--- config.mk ---
export PLATFORM = sky130hd
export DESIGN_NAME = var_arith_shift
export DESIGN_NICKNAME = d
export VERILOG_FILES = /design/src/hdl/var_arith_shift.v
export VERILOG_INCLUDE_DIRS = /design/src /design/src/hdl
export SDC_FILE = /design/constraint.sdc
export NUM_CORES = 1
export LEC_CHECK = 0
export BUFFER_PORTS_ARGS = -buffer_cell sky130_fd_sc_hd__buf_2
export CAP_MARGIN = 0
export CORE_ASPECT_RATIO = 1.5
export CORE_MARGIN = 1
export CORE_UTILIZATION = 50
export CTS_CLUSTER_DIAMETER = 200
export DETAILED_ROUTE_END_ITERATION = 12
export PLACE_DENSITY = 0.81
export SYNTH_ARGS = -nofsm -noshare
export SYNTH_HDL_FRONTEND = slang
export SYNTH_SLANG_ARGS = --single-unit
--- constraint.sdc ---
create_clock -name clock -period 2.05 [get_ports clock]
set_input_delay 0.205 -clock clock [delete_from_list [all_inputs] [get_ports clock]]
set_output_delay 0.205 -clock clock [all_outputs]
set_load 0.01 [all_outputs]
--- src/hdl/var_shift_map.vh ---
// constants for the variable arithmetic right shift unit
// included by the unit only; definitions, no logic
`ifndef VAR_SHIFT_MAP_VH
`define VAR_SHIFT_MAP_VH
`define MAJOR_POS_HI       31
`define MAJOR_POS_LO       26
`define SRC_POS_HI         25
`define SRC_POS_LO         21
`define AMT_POS_HI         20
`define AMT_POS_LO         16
`define DST_POS_HI         15
`define DST_POS_LO         11
`define MINOR11_POS_HI     10
`define MINOR10_POS_HI     9
`define MINOR_POS_LO       0
`define MAJOR_GROUP_CODE   6'h00
`define MINOR11_PH         11'h18D
`define MINOR11_PH_ROUND   11'h58D
`define MINOR11_QB         11'h1CD
`define MINOR11_QB_ROUND   11'h5CD
`define MINOR10_W_ROUND    10'h2D5
`define W_ZERO_BIT         10
`define RESULT_RESET       32'h0000_0000
`define LATENCY_CYCLES     1
`endif

--- src/hdl/var_arith_shift.v ---
// variable arithmetic right shift unit: packed halfword, packed byte and rounded word forms
// assumes the host pipeline presents one decoded instruction per cycle with both operands read
// results and trap pulses appear one cycle after the issue edge
// clock and asynchronous reset come from the host pipeline
// no software-visible registers
// What this block does
// - each halfword lane shifts right alone, refilling with its own sign
// - plain halfword form writes both shifted lanes unchanged to destination halfwords
// - rounding halfword form adds one at the top discarded bit per lane
// - halfword shift amount uses only bits 3..0 of the shift amount register
// - two 11-bit minor codes select plain and rounding halfword forms
// - each byte lane shifts right arithmetically by the same amount into its byte
// - byte shift amount is bits 2..0 of the amount register, zero to seven
// - rounding byte form adds one at the top discarded bit per byte
// - byte shift of zero returns source bytes unchanged in both forms
// - two 11-bit minor codes select plain and rounding byte forms
// - word form shifts the signed 32-bit source right with sign fill
// - word form adds one at the top discarded bit and writes the result
// - word shift amount uses bits 4..0 of the amount register
// - word form decodes from a 10-bit minor code with the bit above zero
// - no operation traps on data values, overflow or shift amount
// - reserved-instruction trap when extension absent, disabled trap when turned off
`timescale 1ns/1ps
`default_nettype none
`include "var_shift_map.vh"

module var_arith_shift #(
  parameter WIDTH = 32
) (
  input  wire              clock,
  input  wire              rst,
  input  wire              issue_valid,
  input  wire [31:0]       instr_word,
  input  wire [WIDTH-1:0]  source_operand_reg,
  input  wire [WIDTH-1:0]  shift_amount_reg,
  input  wire              ext_present,
  input  wire              ext_enabled,
  output reg               result_valid_q,
  output reg  [WIDTH-1:0]  result_q,
  output reg  [4:0]        dest_index_q,
  output reg               reserved_instr_exc_q,
  output reg               dsp_disabled_exc_q,
  output reg               op_hit_q
);

  // decoded operation codes
  localparam OP_NONE  = 3'h0;
  localparam OP_PH    = 3'h1;
  localparam OP_PH_R  = 3'h2;
  localparam OP_QB    = 3'h3;
  localparam OP_QB_R  = 3'h4;
  localparam OP_W_R   = 3'h5;

  // lane widths of the packed formats
  localparam HALF_W   = 16;
  localparam BYTE_W   = 8;
  localparam WORD_W   = 32;

  // each lane is widened by one low bit so that the rounding carry stays inside the lane
  function [HALF_W-1:0] shift16;
    input [HALF_W-1:0] a;
    input [3:0]        s;
    input              rnd;
    reg   [HALF_W:0]   wide;
    begin
      if (s == 4'h0) begin
        wide = {a, 1'b0};
      end else begin
        wide = $signed({a, 1'b0}) >>> s;
        if (rnd) begin
          wide = wide + 17'h00001;
        end
      end
      shift16 = wide[HALF_W:1];
    end
  endfunction

  // bytes follow the same scheme with a three-bit amount
  function [BYTE_W-1:0] shift8;
    input [BYTE_W-1:0] a;
    input [2:0]        s;
    input              rnd;
    reg   [BYTE_W:0]   wide;
    begin
      if (s == 3'h0) begin
        wide = {a, 1'b0};
      end else begin
        wide = $signed({a, 1'b0}) >>> s;
        if (rnd) begin
          wide = wide + 9'h001;
        end
      end
      shift8 = wide[BYTE_W:1];
    end
  endfunction

  // the word form always rounds; at amount zero the added one would only touch the dropped
  // bit, so that case is taken as a plain copy
  function [WORD_W-1:0] shift32r;
    input [WORD_W-1:0] a;
    input [4:0]        s;
    reg   [WORD_W:0]   wide;
    begin
      if (s == 5'h00) begin
        wide = {a, 1'b0};
      end else begin
        wide = $signed({a, 1'b0}) >>> s;
        wide = wide + 33'h000000001;
      end
      shift32r = wide[WORD_W:1];
    end
  endfunction

  // instruction fields
  wire [5:0]       major_code;
  wire [4:0]       dest_field;
  wire [10:0]      minor11;
  wire [9:0]       minor10;
  wire             word_zero_bit;

  assign major_code    = instr_word[`MAJOR_POS_HI:`MAJOR_POS_LO];
  assign dest_field    = instr_word[`DST_POS_HI:`DST_POS_LO];
  assign minor11       = instr_word[`MINOR11_POS_HI:`MINOR_POS_LO];
  assign minor10       = instr_word[`MINOR10_POS_HI:`MINOR_POS_LO];
  assign word_zero_bit = instr_word[`W_ZERO_BIT];

  // one flag per recognised opcode; the codes never overlap, so at most one is high
  wire             group_ok;
  wire             is_ph;
  wire             is_ph_r;
  wire             is_qb;
  wire             is_qb_r;
  wire             is_w_r;

  assign group_ok = (major_code == `MAJOR_GROUP_CODE);
  assign is_ph    = group_ok && (minor11 == `MINOR11_PH);
  assign is_ph_r  = group_ok && (minor11 == `MINOR11_PH_ROUND);
  assign is_qb    = group_ok && (minor11 == `MINOR11_QB);
  assign is_qb_r  = group_ok && (minor11 == `MINOR11_QB_ROUND);
  assign is_w_r   = group_ok && !word_zero_bit && (minor10 == `MINOR10_W_ROUND);

  // the order of the chain is moot since the flags exclude one another
  reg  [2:0]       op_d;

  always @* begin
    op_d = OP_NONE;
    if (is_ph) begin
      op_d = OP_PH;
    end else if (is_ph_r) begin
      op_d = OP_PH_R;
    end else if (is_qb) begin
      op_d = OP_QB;
    end else if (is_qb_r) begin
      op_d = OP_QB_R;
    end else if (is_w_r) begin
      op_d = OP_W_R;
    end
  end

  // each form reads only its own low bits of the amount register
  wire [3:0]       amt_half;
  wire [2:0]       amt_byte;
  wire [4:0]       amt_word;
  wire             round_half;
  wire             round_byte;

  assign amt_half   = shift_amount_reg[3:0];
  assign amt_byte   = shift_amount_reg[2:0];
  assign amt_word   = shift_amount_reg[4:0];
  assign round_half = (op_d == OP_PH_R);
  assign round_byte = (op_d == OP_QB_R);

  // lane results, each formed alone so nothing carries across a lane boundary
  wire [15:0]      half_hi;
  wire [15:0]      half_lo;
  wire [7:0]       byte_3;
  wire [7:0]       byte_2;
  wire [7:0]       byte_1;
  wire [7:0]       byte_0;
  wire [31:0]      word_r;

  assign half_hi = shift16(source_operand_reg[31:16], amt_half, round_half);
  assign half_lo = shift16(source_operand_reg[15:0], amt_half, round_half);
  assign byte_3  = shift8(source_operand_reg[31:24], amt_byte, round_byte);
  assign byte_2  = shift8(source_operand_reg[23:16], amt_byte, round_byte);
  assign byte_1  = shift8(source_operand_reg[15:8], amt_byte, round_byte);
  assign byte_0  = shift8(source_operand_reg[7:0], amt_byte, round_byte);
  assign word_r  = shift32r(source_operand_reg[31:0], amt_word);

  // forms that are not decoded produce zero
  reg  [WIDTH-1:0] res_d;

  always @* begin
    res_d = `RESULT_RESET;
    case (op_d)
      OP_PH, OP_PH_R: begin
        res_d[31:16] = half_hi;
        res_d[15:0]  = half_lo;
      end
      OP_QB, OP_QB_R: begin
        res_d[31:24] = byte_3;
        res_d[23:16] = byte_2;
        res_d[15:8]  = byte_1;
        res_d[7:0]   = byte_0;
      end
      OP_W_R: begin
        res_d = word_r;
      end
      default: begin
        res_d = `RESULT_RESET;
      end
    endcase
  end

  // traps depend only on decode and extension state, never on operand data
  // an absent extension wins over a disabled one, so at most one trap pulses
  wire             hit;
  wire             trap_absent;
  wire             trap_disabled;
  wire             write_ok;

  assign hit           = issue_valid && (op_d != OP_NONE);
  assign trap_absent   = hit && !ext_present;
  assign trap_disabled = hit && ext_present && !ext_enabled;
  assign write_ok      = hit && ext_present && ext_enabled;

  reg              op_hit_d;
  reg              reserved_instr_exc_d;
  reg              dsp_disabled_exc_d;
  reg              result_valid_d;
  reg  [4:0]       dest_index_d;
  reg  [WIDTH-1:0] result_d;

  // next values of the registered outputs; the result holds unless a decoded op is issued
  always @* begin
    op_hit_d             = hit;
    reserved_instr_exc_d = trap_absent;
    dsp_disabled_exc_d   = trap_disabled;
    result_valid_d       = write_ok;
    dest_index_d         = dest_field;
    result_d             = result_q;
    if (hit) begin
      result_d = res_d;
    end
  end

  // every output is a flop of its own; all clear together on reset
  always @(posedge clock or posedge rst) begin
    if (rst) begin
      op_hit_q <= 1'b0;
    end else begin
      op_hit_q <= op_hit_d;
    end
  end

  always @(posedge clock or posedge rst) begin
    if (rst) begin
      reserved_instr_exc_q <= 1'b0;
    end else begin
      reserved_instr_exc_q <= reserved_instr_exc_d;
    end
  end

  always @(posedge clock or posedge rst) begin
    if (rst) begin
      dsp_disabled_exc_q <= 1'b0;
    end else begin
      dsp_disabled_exc_q <= dsp_disabled_exc_d;
    end
  end

  // the write strobe is the only pulse that tells the register file to take the result
  always @(posedge clock or posedge rst) begin
    if (rst) begin
      result_valid_q <= 1'b0;
    end else begin
      result_valid_q <= result_valid_d;
    end
  end

  // dest index follows every cycle, so it only means something alongside a pulse
  always @(posedge clock or posedge rst) begin
    if (rst) begin
      dest_index_q <= 5'h00;
    end else begin
      dest_index_q <= dest_index_d;
    end
  end

  // the result also moves on a trapped op; the write port must gate on result_valid_q
  always @(posedge clock or posedge rst) begin
    if (rst) begin
      result_q <= `RESULT_RESET;
    end else begin
      result_q <= result_d;
    end
  end

endmodule // var_arith_shift
`default_nettype wire

==> metrics, run 1 <==
largest area contributor in the netlist=dfrtp_1; post-synthesis simple-gate area fraction=25.25%; HPWL Detailed=~38 mm; Max H-tree Level=2; synth unique cells=approximately 90; I/O pin total=142; post-synth top area share=approximately an eighth; largest cells by area after synthesis=dfrtp_1, mux4_2, mux2i_1; clk sinks=~40; Gate Count Post-Synth=~1100; vias in the first global route=15750; Clock Tree Root=clkbuf_16; Synth Cell Area=8701 µm²; multiplexer area fraction after synthesis=23.37%; Initial Util=approximately half; Synth async-reset ratio=between 90% and 100%; dpl cells=1826; Post-synth EDFFs=0; Rows=58; Adder-Cell Fraction of Synth Area=under 10%; Run Error=[ERROR GRT-0116] Global routing finished with congestion. Check the congestion regions in the DRC Viewer.; Synth Flop Type=dfrtp_1; I/O Buffers=about 100; outcome=aborted with a tool error; Syn. warnings=0; largest net degree at the start of global routing=42; Avg Synthesized Cell Area=between 7 and 8 µm²; Synth Area in XOR/XNOR=slightly above 5%; first-pass GRT wire length=slightly below 100 mm; placer congestion estimate=1.326; largest family of logic cells by synthesized area=compound AO/OA/AOI/OAI gates; Yosys reg bits=between 40 and 50; Failed at=5_1_grt; Post-Syn Nets=around 1200; Die Y=about 160 µm; Longest Clk Path Bufs=2; die width=roughly 110 µm; Seq/Total Area, Yosys=11.79%; GRT Util Overall=between 70% and 80%; aggregate global routing overflow=90; Num CTS Buffers=5; post-synthesis compound-gate area fraction=a little over a quarter
[Yosys cell counts, types with 8 or more instances]
library cell / count
a211oi_1: 11
nand3_1: 33
o22ai_1: 20
dfrtp_1: 41
nor2b_1: 13
xnor2_1: 35
buf_2: 22
o31ai_1: 10
and3_1: 9
or2_2: 17
or3_1: 12
xor2_1: 15
a222oi_1: 9
nand2_1: 138
o211ai_1: 17
o21a_1: 16
nand4_1: 16
clkbuf_1: 55
a21oi_1: 66
and2_1: 10
nor4b_1: 8
mux4_2: 36
a221oi_1: 10
nand2b_1: 11
o21ai_0: 68
mux2_2: 40
nor3_1: 19
inv_1: 17
mux2i_1: 64
nor4_1: 11
a31oi_1: 25
nor2_1: 104
[per-stage QoR]
stage | worst slack (ns) | cell area (µm²)
global placement | -1.430 | 12770
CTS | -1.040 | 13610
floorplan | -1.297 | 8966
detailed placement | -1.553 | 12770
[cells by family after synthesis]
logic type,Yosys count
AOI/OAI and AO/OA,348
xor gates and xnor gates,50
adders and majority gates,7
buffers and inverters,111
DFF,41
muxes,145
and+or+nand+nor,438
[layer usage]
metal,GRT overflow,global-route usage [%]
met5,0,27.38
met2,45,89.85
met4,43,73.94
met1,0,72.83
met3,2,60.26
[timing repair]
action / CTS
buffers inserted: 24
endpoints found under the setup margin: 33
resized for setup: 98
gates cloned: 4
hold buffers: 0
pin swaps: 47
==> run 2, diff against run 1 <==
--- a/config.mk
+++ b/config.mk
@@ -8,12 +8,10 @@
 export LEC_CHECK = 0
 export BUFFER_PORTS_ARGS = -buffer_cell sky130_fd_sc_hd__buf_2
 export CAP_MARGIN = 0
-export CORE_ASPECT_RATIO = 1.5
 export CORE_MARGIN = 1
-export CORE_UTILIZATION = 50
-export CTS_CLUSTER_DIAMETER = 200
+export CORE_UTILIZATION = 35
 export DETAILED_ROUTE_END_ITERATION = 12
-export PLACE_DENSITY = 0.81
+export PLACE_DENSITY_LB_ADDON = 0.15
 export SYNTH_ARGS = -nofsm -noshare
 export SYNTH_HDL_FRONTEND = slang
 export SYNTH_SLANG_ARGS = --single-unit
==> metrics, run 2 <==
outcome=complete, but fails checks (was aborted with a tool error); failing checks=setup timing; Final Hold Viols=0; Setup Viol. Count Final=32; Synth Area in XOR/XNOR=5.033% (unchanged); final max-slew violation count=0; most used cell, CP=buf_12; synth unique cells=91 (unchanged); Max Cap Viol=0; commonest non-fill, non-tap cell in the layout=buf_4; Num CTS Buffers=5 (unchanged); Worst-Skew Late Latency=around 0.29 ns; Syn. warnings=0 (unchanged); actual slew at the worst max-slew pin=between 0.7 and 0.8 ns; Rows=57 (was 58); post-synthesis compound-gate area fraction=27.44% (unchanged); CP Data Required Time=2.22 ns; Core Area=24320 µm²; CTS tree=built; post-synth top area share=11.79% (unchanged); GRT Util Overall=between 30% and 40%; routed len/inst=around 25 µm; Top Registers=result_q: 32 flops, dest_index_q: 5 flops; Yosys reg bits=41 (unchanged); drt drc=0; Adder-Cell Fraction of Synth Area=1.007% (unchanged); largest area contributor in the netlist=dfrtp_1 (unchanged); Synth Flop Type=dfrtp_1 (unchanged); HPWL Detailed=41.56 mm (was 37.84 mm); worst hold slack=roughly 0.018 ns; WL final=50.58 mm; worst relative slew slack=roughly 51%; Synth Cell Area=8701 µm² (unchanged); layout cells sized above 1=about 51%; critical path data arrival time=about 3.3 ns; Avg Synthesized Cell Area=7.632 µm² (unchanged); Post-synth EDFFs=0 (unchanged); TritonRoute pass-1 iters=7; Tcrit/Tclk final=153.7%; delay-heaviest family, CP=simple AND/OR/NAND/NOR gates; PD cells=approximately 350 nW/µm²; CP Buf/Inv Count=3; Max Clock Freq=roughly 320 MHz; vias=around 12000; Most flops, register=result_q; P&R area growth vs syn=66.25%; die area=between 20000 and 30000 µm²; initial antenna violation count=2; most frequent cells in the layout=buf_4, nand2_1, buf_2, nor2_1, a21oi_1; Starting DRT DRC Count=approximately 1600; Seq/Total Area, Yosys=11.79% (unchanged); Initial Util=35.78% (was 51.46%); first-pass GRT wire length=between 70 and 80 mm; most instantiated cells after synthesis=nand2_1, nor2_1, o21ai_0 (unchanged); Max H-tree Level=2 (unchanged); R2R setup slack=0.91 ns; post-synthesis simple-gate area fraction=25.25% (unchanged); largest cells by area after synthesis=dfrtp_1, mux4_2, mux2i_1 (unchanged); I/O Buffers=104 (unchanged); aggregate global routing overflow=0; critical path endpoint category=register; CP Launch Type=primary input; vias in the first global route=roughly 12000; largest family of logic cells by synthesized area=compound AO/OA/AOI/OAI gates (unchanged); P_leak=between 6 and 7 nW; worst ir drop on vdd=0.3357 mV; Via density=6.063; RSZ-0062 raised after global routing=true; post-layout util=between 50% and 60%; Largest register FFs=32; Clock Tree Root=clkbuf_16 (unchanged); die width=159.7 µm (was 109.7 µm); Setup Skew=0 ns; Synth async-reset ratio=100.0% (unchanged); final net count=between 1500 and 2000; multiplexer area fraction after synthesis=23.37% (unchanged); Worst Hold Class=primary input to register; Final min period=roughly 3.2 ns; post-route ant nets=0; Longest Clk Path Bufs=2 (unchanged); total power=5.096 mW; CP Class=primary input to register; largest net degree at the start of global routing=28; I/O pin total=142 (unchanged); placer congestion estimate=1.056 (was 1.326); CP Max Fanout=10; Post-Syn Nets=1248 (unchanged); CP max stage cell=or4b_4; Worst-path clk slew=approximately 0.06 ns; Gate Count Post-Synth=1140 (unchanged); setup slack after layout=-1.101 ns; Die Y=159.7 µm (was 163.6 µm); count leader, synth=nand2_1 (unchanged); crit-path cells=buf_12, buf_4, mux2i_1, mux4_2, a221oi_4, or4bb_4, or4b_4, buf_12, nor3_4, a31oi_1, a221o_1; clk sinks=41 (unchanged); CP peak stage delay=roughly 0.58 ns
run 2: per-stage QoR:
step / setup WS [ns] / setup TNS (ns) / instances / cell area (µm²)
detailed placement: -1.694 / -46.27 / 1997 / 13420
floorplan: -1.297 / -29.39 / 1140 / 8966
finish: -1.101 / -28.53 / 2036 / 14470
CTS: -1.073 / -27.04 / 2032 / 14290
global route: -1.139 / -31.08 / 2036 / 14470
global placement: -1.679 / -45.30 / 1997 / 13420
run 2: final cells by class:
class	count	area, µm²
clock buffers	5	125.1
flip-flops and latches	41	1026
clock inverters	3	46.29
repair buffers	656	4979
diodes	1	2.502
well taps	324	405.4
fillers	2292	9854
inverters	18	73.82
multi-input cells	988	7807
run 2: final timing paths:
| kind | start | endpoint | cells past startpoint |
|---|---|---|---|
| hold / removal | instr_word[14] | dest_index_q[3] | 1 |
| hold reg to reg | result_q[2] | result_q[2] | 2 |
| setup / recovery | shift_amount_reg[1] | result_q[31] | 11 |
| max in group asynchronous | rst | result_q[7] | 4 |
| setup reg to reg | result_q[29] | result_q[29] | 4 |
| min in group asynchronous | rst | result_q[18] | 3 |
run 2: metal layers:
layer  global-route usage, %  share of wire (%)  vias up
li1                        -                  -     5569
met1                   52.24                 40     5795
met2                   61.02                 43      824
met3                   7.403                 11      157
met4                   17.40                5.1        0
met5                       0                  0        -
run 2: where the power goes:
| part | total (mW) | switching (mW) | internal (mW) | leakage (nW) |
|---|---|---|---|---|
| Combinational | 3.36 | 1.75 | 1.62 | 5.90 |
| Clock | 0.917 | 0.341 | 0.576 | 0.0800 |
| Sequential | 0.816 | 0.00132 | 0.815 | 0.561 |
run 2: worst reg2reg max path: cells and delay by family (launching register included):
kind               cells  cell delay, ns
DFF                    1            0.40
AOI/OAI and AO/OA      2            0.30
and+or+nand+nor        2            0.33
run 2: logic make-up (layout without fill, tap and decap cells):
logic type	after synthesis	in the layout
compound gates	348	348
buf+inv	111	682
mux	145	145
xor+xnor	50	50
fa+ha+maj	7	7
other cells	0	1
simple gates	438	438
flops	41	41
run 2: what timing repair did:
item / in CTS / in global routing
gates resized for setup: 96 / 33
setup endpoints to repair: 32 / 34
hold buffers: 1 / 0
hold endpoints to repair: 14 / 0
buffers inserted: 24 / 4
pin swaps: 31 / 29
cloned: 2 / 0
(Power assumes the default switching activity.)
==> run 3, diff against run 2 <==
--- a/config.mk
+++ b/config.mk
@@ -6,6 +6,7 @@
 export SDC_FILE = /design/constraint.sdc
 export NUM_CORES = 1
 export LEC_CHECK = 0
+export ABC_AREA = 1
 export BUFFER_PORTS_ARGS = -buffer_cell sky130_fd_sc_hd__buf_2
 export CAP_MARGIN = 0
 export CORE_MARGIN = 1
==> metrics, run 3 <==
outcome=complete, but fails checks (unchanged); failing checks=setup timing (unchanged); largest cells by area after synthesis=nand2_1, dfrtp_1, nand3_1 (was dfrtp_1, mux4_2, mux2i_1); Syn. warnings=0 (unchanged); count leader, synth=nand2_1 (unchanged); Via density=5.247 (was 6.063); Worst Reg-to-Reg Cells=3 (was 4); CP Max Fanout=7 (was 10); actual slew at the worst max-slew pin=0.7204 ns (was 0.7323 ns); most instantiated cells after synthesis=nand2_1, nand3_1, nor2_1 (was nand2_1, nor2_1, o21ai_0); Core Area=21290 µm² (was 24320 µm²); routed len/inst=17.52 µm (was 24.84 µm); synth unique cells=51 (was 91); Post-synth EDFFs=0 (unchanged); Final Hold Viols=0 (unchanged); CTS tree=built (unchanged); final max-slew violation count=0 (unchanged); layout cells sized above 1=43.02% (was 50.61%); DR top layer=met4 (unchanged); antenna cells=0 (was 1); P&R area growth vs syn=61.89% (was 66.25%); Die Y=150.2 µm (was 159.7 µm); Tcrit/Tclk final=103.7% (was 153.7%); Most flops, register=result_q (unchanged); first-pass GRT wire length=56.68 mm (was 74.89 mm); Initial Util=36.09% (was 35.78%); Clock Tree Root=clkbuf_16 (unchanged); Max Clock Freq=470.4 MHz (was 317.4 MHz); Adder-Cell Fraction of Synth Area=1.140% (was 1.007%); setup slack after layout=-0.07573 ns (was -1.101 ns); CP Buf/Inv Count=4 (was 3); critical path endpoint category=register (unchanged); TritonRoute pass-1 iters=5 (was 7); Worst Hold Class=primary input to async pin (was primary input to register); met3 wire len=2.126 mm (was 5.687 mm); Setup Skew=0 ns (unchanged); most frequent cells in the layout=nand2_1, buf_4, nand3_1, nand2_2, inv_1 (was buf_4, nand2_1, buf_2, nor2_1, a21oi_1); drt drc=0 (unchanged); met2 wire length=17.63 mm (was 21.98 mm); worst slack at placement=-0.5774 ns (was -1.694 ns); Max H-tree Level=2 (unchanged); clk sinks=41 (unchanged); vias=11320 (was 12350); WL final=37.81 mm (was 50.58 mm); post-synthesis compound-gate area fraction=13.88% (was 27.44%); met1 wire length=16.23 mm (was 20.33 mm); Gate Count Post-Synth=1463 (was 1140); GRT Util Overall=33.26% (was 39.07%); final net count=1990 (was 1818); RSZ-0062 raised after global routing=true (unchanged); worst relative slew slack=51.91% (was 50.66%); reg2reg end=result_q[15] (was result_q[29]); PD cells=328.3 nW/µm² (was 352.3 nW/µm²); most used cell, CP=nand2_1 (was buf_12); largest net degree at the start of global routing=34 (was 28); aggregate global routing overflow=0 (unchanged); post-layout util=58.43% (was 59.48%); Rows=53 (was 57); Worst-path clk slew=0.06 ns (about the same); worst ir drop on vdd=0.2570 mV (was 0.3357 mV); vias in the first global route=10530 (was 11890); post-synth top area share=27.56% (was 11.79%); I/O Buffers=104 (unchanged); largest area contributor in the netlist=nand2_1 (was dfrtp_1); multiplexer area fraction after synthesis=0% (was 23.37%); Max Cap Viol=0 (unchanged); Longest Clk Path Bufs=2 (unchanged); CP peak stage delay=0.23 ns (was 0.58 ns); Yosys reg bits=41 (unchanged); CP Data Required Time=2.27 ns (was 2.22 ns); CP max stage cell=nand3b_1 (was or4b_4); R2R setup slack=1.06 ns (was 0.91 ns); crit-path cells=buf_16, buf_16, nand2_1, nand3_1, nand3_1, nand3_2, nand2_4, buf_4, nand2_2, nand3_4, nor2_8, nand3b_1, inv_2, nand2_1, nand2_1, nand2_1, nand2_1, nand2_2, a21oi_2 (was buf_12, buf_4, mux2i_1, mux4_2, a221oi_4, or4bb_4, or4b_4, buf_12, nor3_4, a31oi_1, a221o_1); die width=150.2 µm (was 159.7 µm); Synth Cell Area=7682 µm² (was 8701 µm²); Synth async-reset ratio=100.0% (unchanged); commonest non-fill, non-tap cell in the layout=nand2_1 (was buf_4); Seq/Total Area, Yosys=13.36% (was 11.79%); delay-heaviest family, CP=simple AND/OR/NAND/NOR gates (unchanged); Starting DRT DRC Count=965 (was 1561); Worst-Skew Late Latency=0.29 ns (about the same); Avg Synthesized Cell Area=5.251 µm² (was 7.632 µm²); P_leak=6.713 nW (was 6.542 nW); Synth Flop Type=dfrtp_1 (unchanged); CP Class=primary input to register (unchanged); Final min period=2.126 ns (was 3.151 ns); HPWL Detailed=30.01 mm (was 41.56 mm); placer congestion estimate=0.9905 (was 1.056); largest family of logic cells by synthesized area=simple AND/OR/NAND/NOR gates (was compound AO/OA/AOI/OAI gates); initial antenna violation count=0 (was 2); Top Registers=result_q: 32 flops, dest_index_q: 5 flops (unchanged); Synth Area in XOR/XNOR=2.166% (was 5.033%); Num CTS Buffers=5 (unchanged); Post-Syn Nets=1571 (was 1248); die area=22550 µm² (was 25490 µm²); I/O pin total=142 (unchanged); Largest register FFs=32 (unchanged); Fillers=2194 (was 2292); total power=4.083 mW (was 5.096 mW); critical path data arrival time=2.34 ns (was 3.32 ns); CP Launch Type=primary input (unchanged); Setup Viol. Count Final=22 (was 32); r2r startpoint=result_q[15] (was result_q[29]); post-route ant nets=0 (unchanged); post-synthesis simple-gate area fraction=58.84% (was 25.25%)
run 3: how the worst max path moves through the flow:
stage                                   start            to  slack [ns]  cells after the start
after floorplan           shift_amount_reg[0]  result_q[15]       -0.14                     25
final                     shift_amount_reg[0]  result_q[25]       -0.08                     19
after detailed placement  shift_amount_reg[0]  result_q[28]       -0.58                     21
after global routing      shift_amount_reg[0]  result_q[25]       -0.21                     21
after CTS                 shift_amount_reg[0]  result_q[15]       -0.03                     23
after global placement    shift_amount_reg[0]  result_q[28]       -0.58                     21
run 3: logic make-up after synthesis:
kind of cell | count (synthesis)
flops | 41
xor+xnor | 19
compound gates | 191
buf+inv | 186
fa+ha+maj | 7
simple gates | 1019
run 3: cell type report:
class / instances / area (µm²) / area share, %
clock inverters: 3 / 17.52 / 0.1408
repair inverters: 3 / 41.29 / 0.3320
well taps: 275 / 344.1 / 2.767
inverters: 129 / 526.8 / 4.235
clock buffers: 5 / 125.1 / 1.006
multi-input cells: 1236 / 6894 / 55.43
repair buffers: 466 / 3462 / 27.84
flip-flops and latches: 41 / 1026 / 8.249
run 3: per-stage QoR:
step | setup TNS, ns | hold WS, ns | cells | cell area (µm²)
2_1_floorplan | -1.116 | 0.2364 | 1463 | 7805
3_3_place_gp | -15.85 | 0.3125 | 2116 | 10860
3_5_place_dp | -16.30 | 0.3143 | 2116 | 10860
4_1_cts | -0.1217 | 0.01487 | 2145 | 11650
5_1_grt | -4.103 | 0.008634 | 2158 | 12440
6_report | -0.8717 | 0.01884 | 2158 | 12440
run 3: layer usage:
layer / vias to the layer above / global-route usage, %
met5: - / 0
met4: 0 / 14.55
met3: 93 / 2.545
met2: 421 / 56.34
met1: 5210 / 43.11
li1: 5599 / -
run 3: report_power, final:
| group | total (mW) | switching, mW | internal [mW] |
|---|---|---|---|
| logic | 2.48 | 1.42 | 1.06 |
| registers | 0.817 | 0.00159 | 0.815 |
| clock network | 0.784 | 0.337 | 0.447 |
| total | 4.08 | 1.76 | 2.32 |
run 3: timing repair:
| action | CTS | global route |
|---|---|---|
| setup endpoints to repair | 31 | 32 |
| hold buffers | 0 | 0 |
| buffers inserted | 14 | 13 |
| pin swaps | 42 | 81 |
| gates resized for setup | 115 | 190 |
| cloned | 7 | 1 |
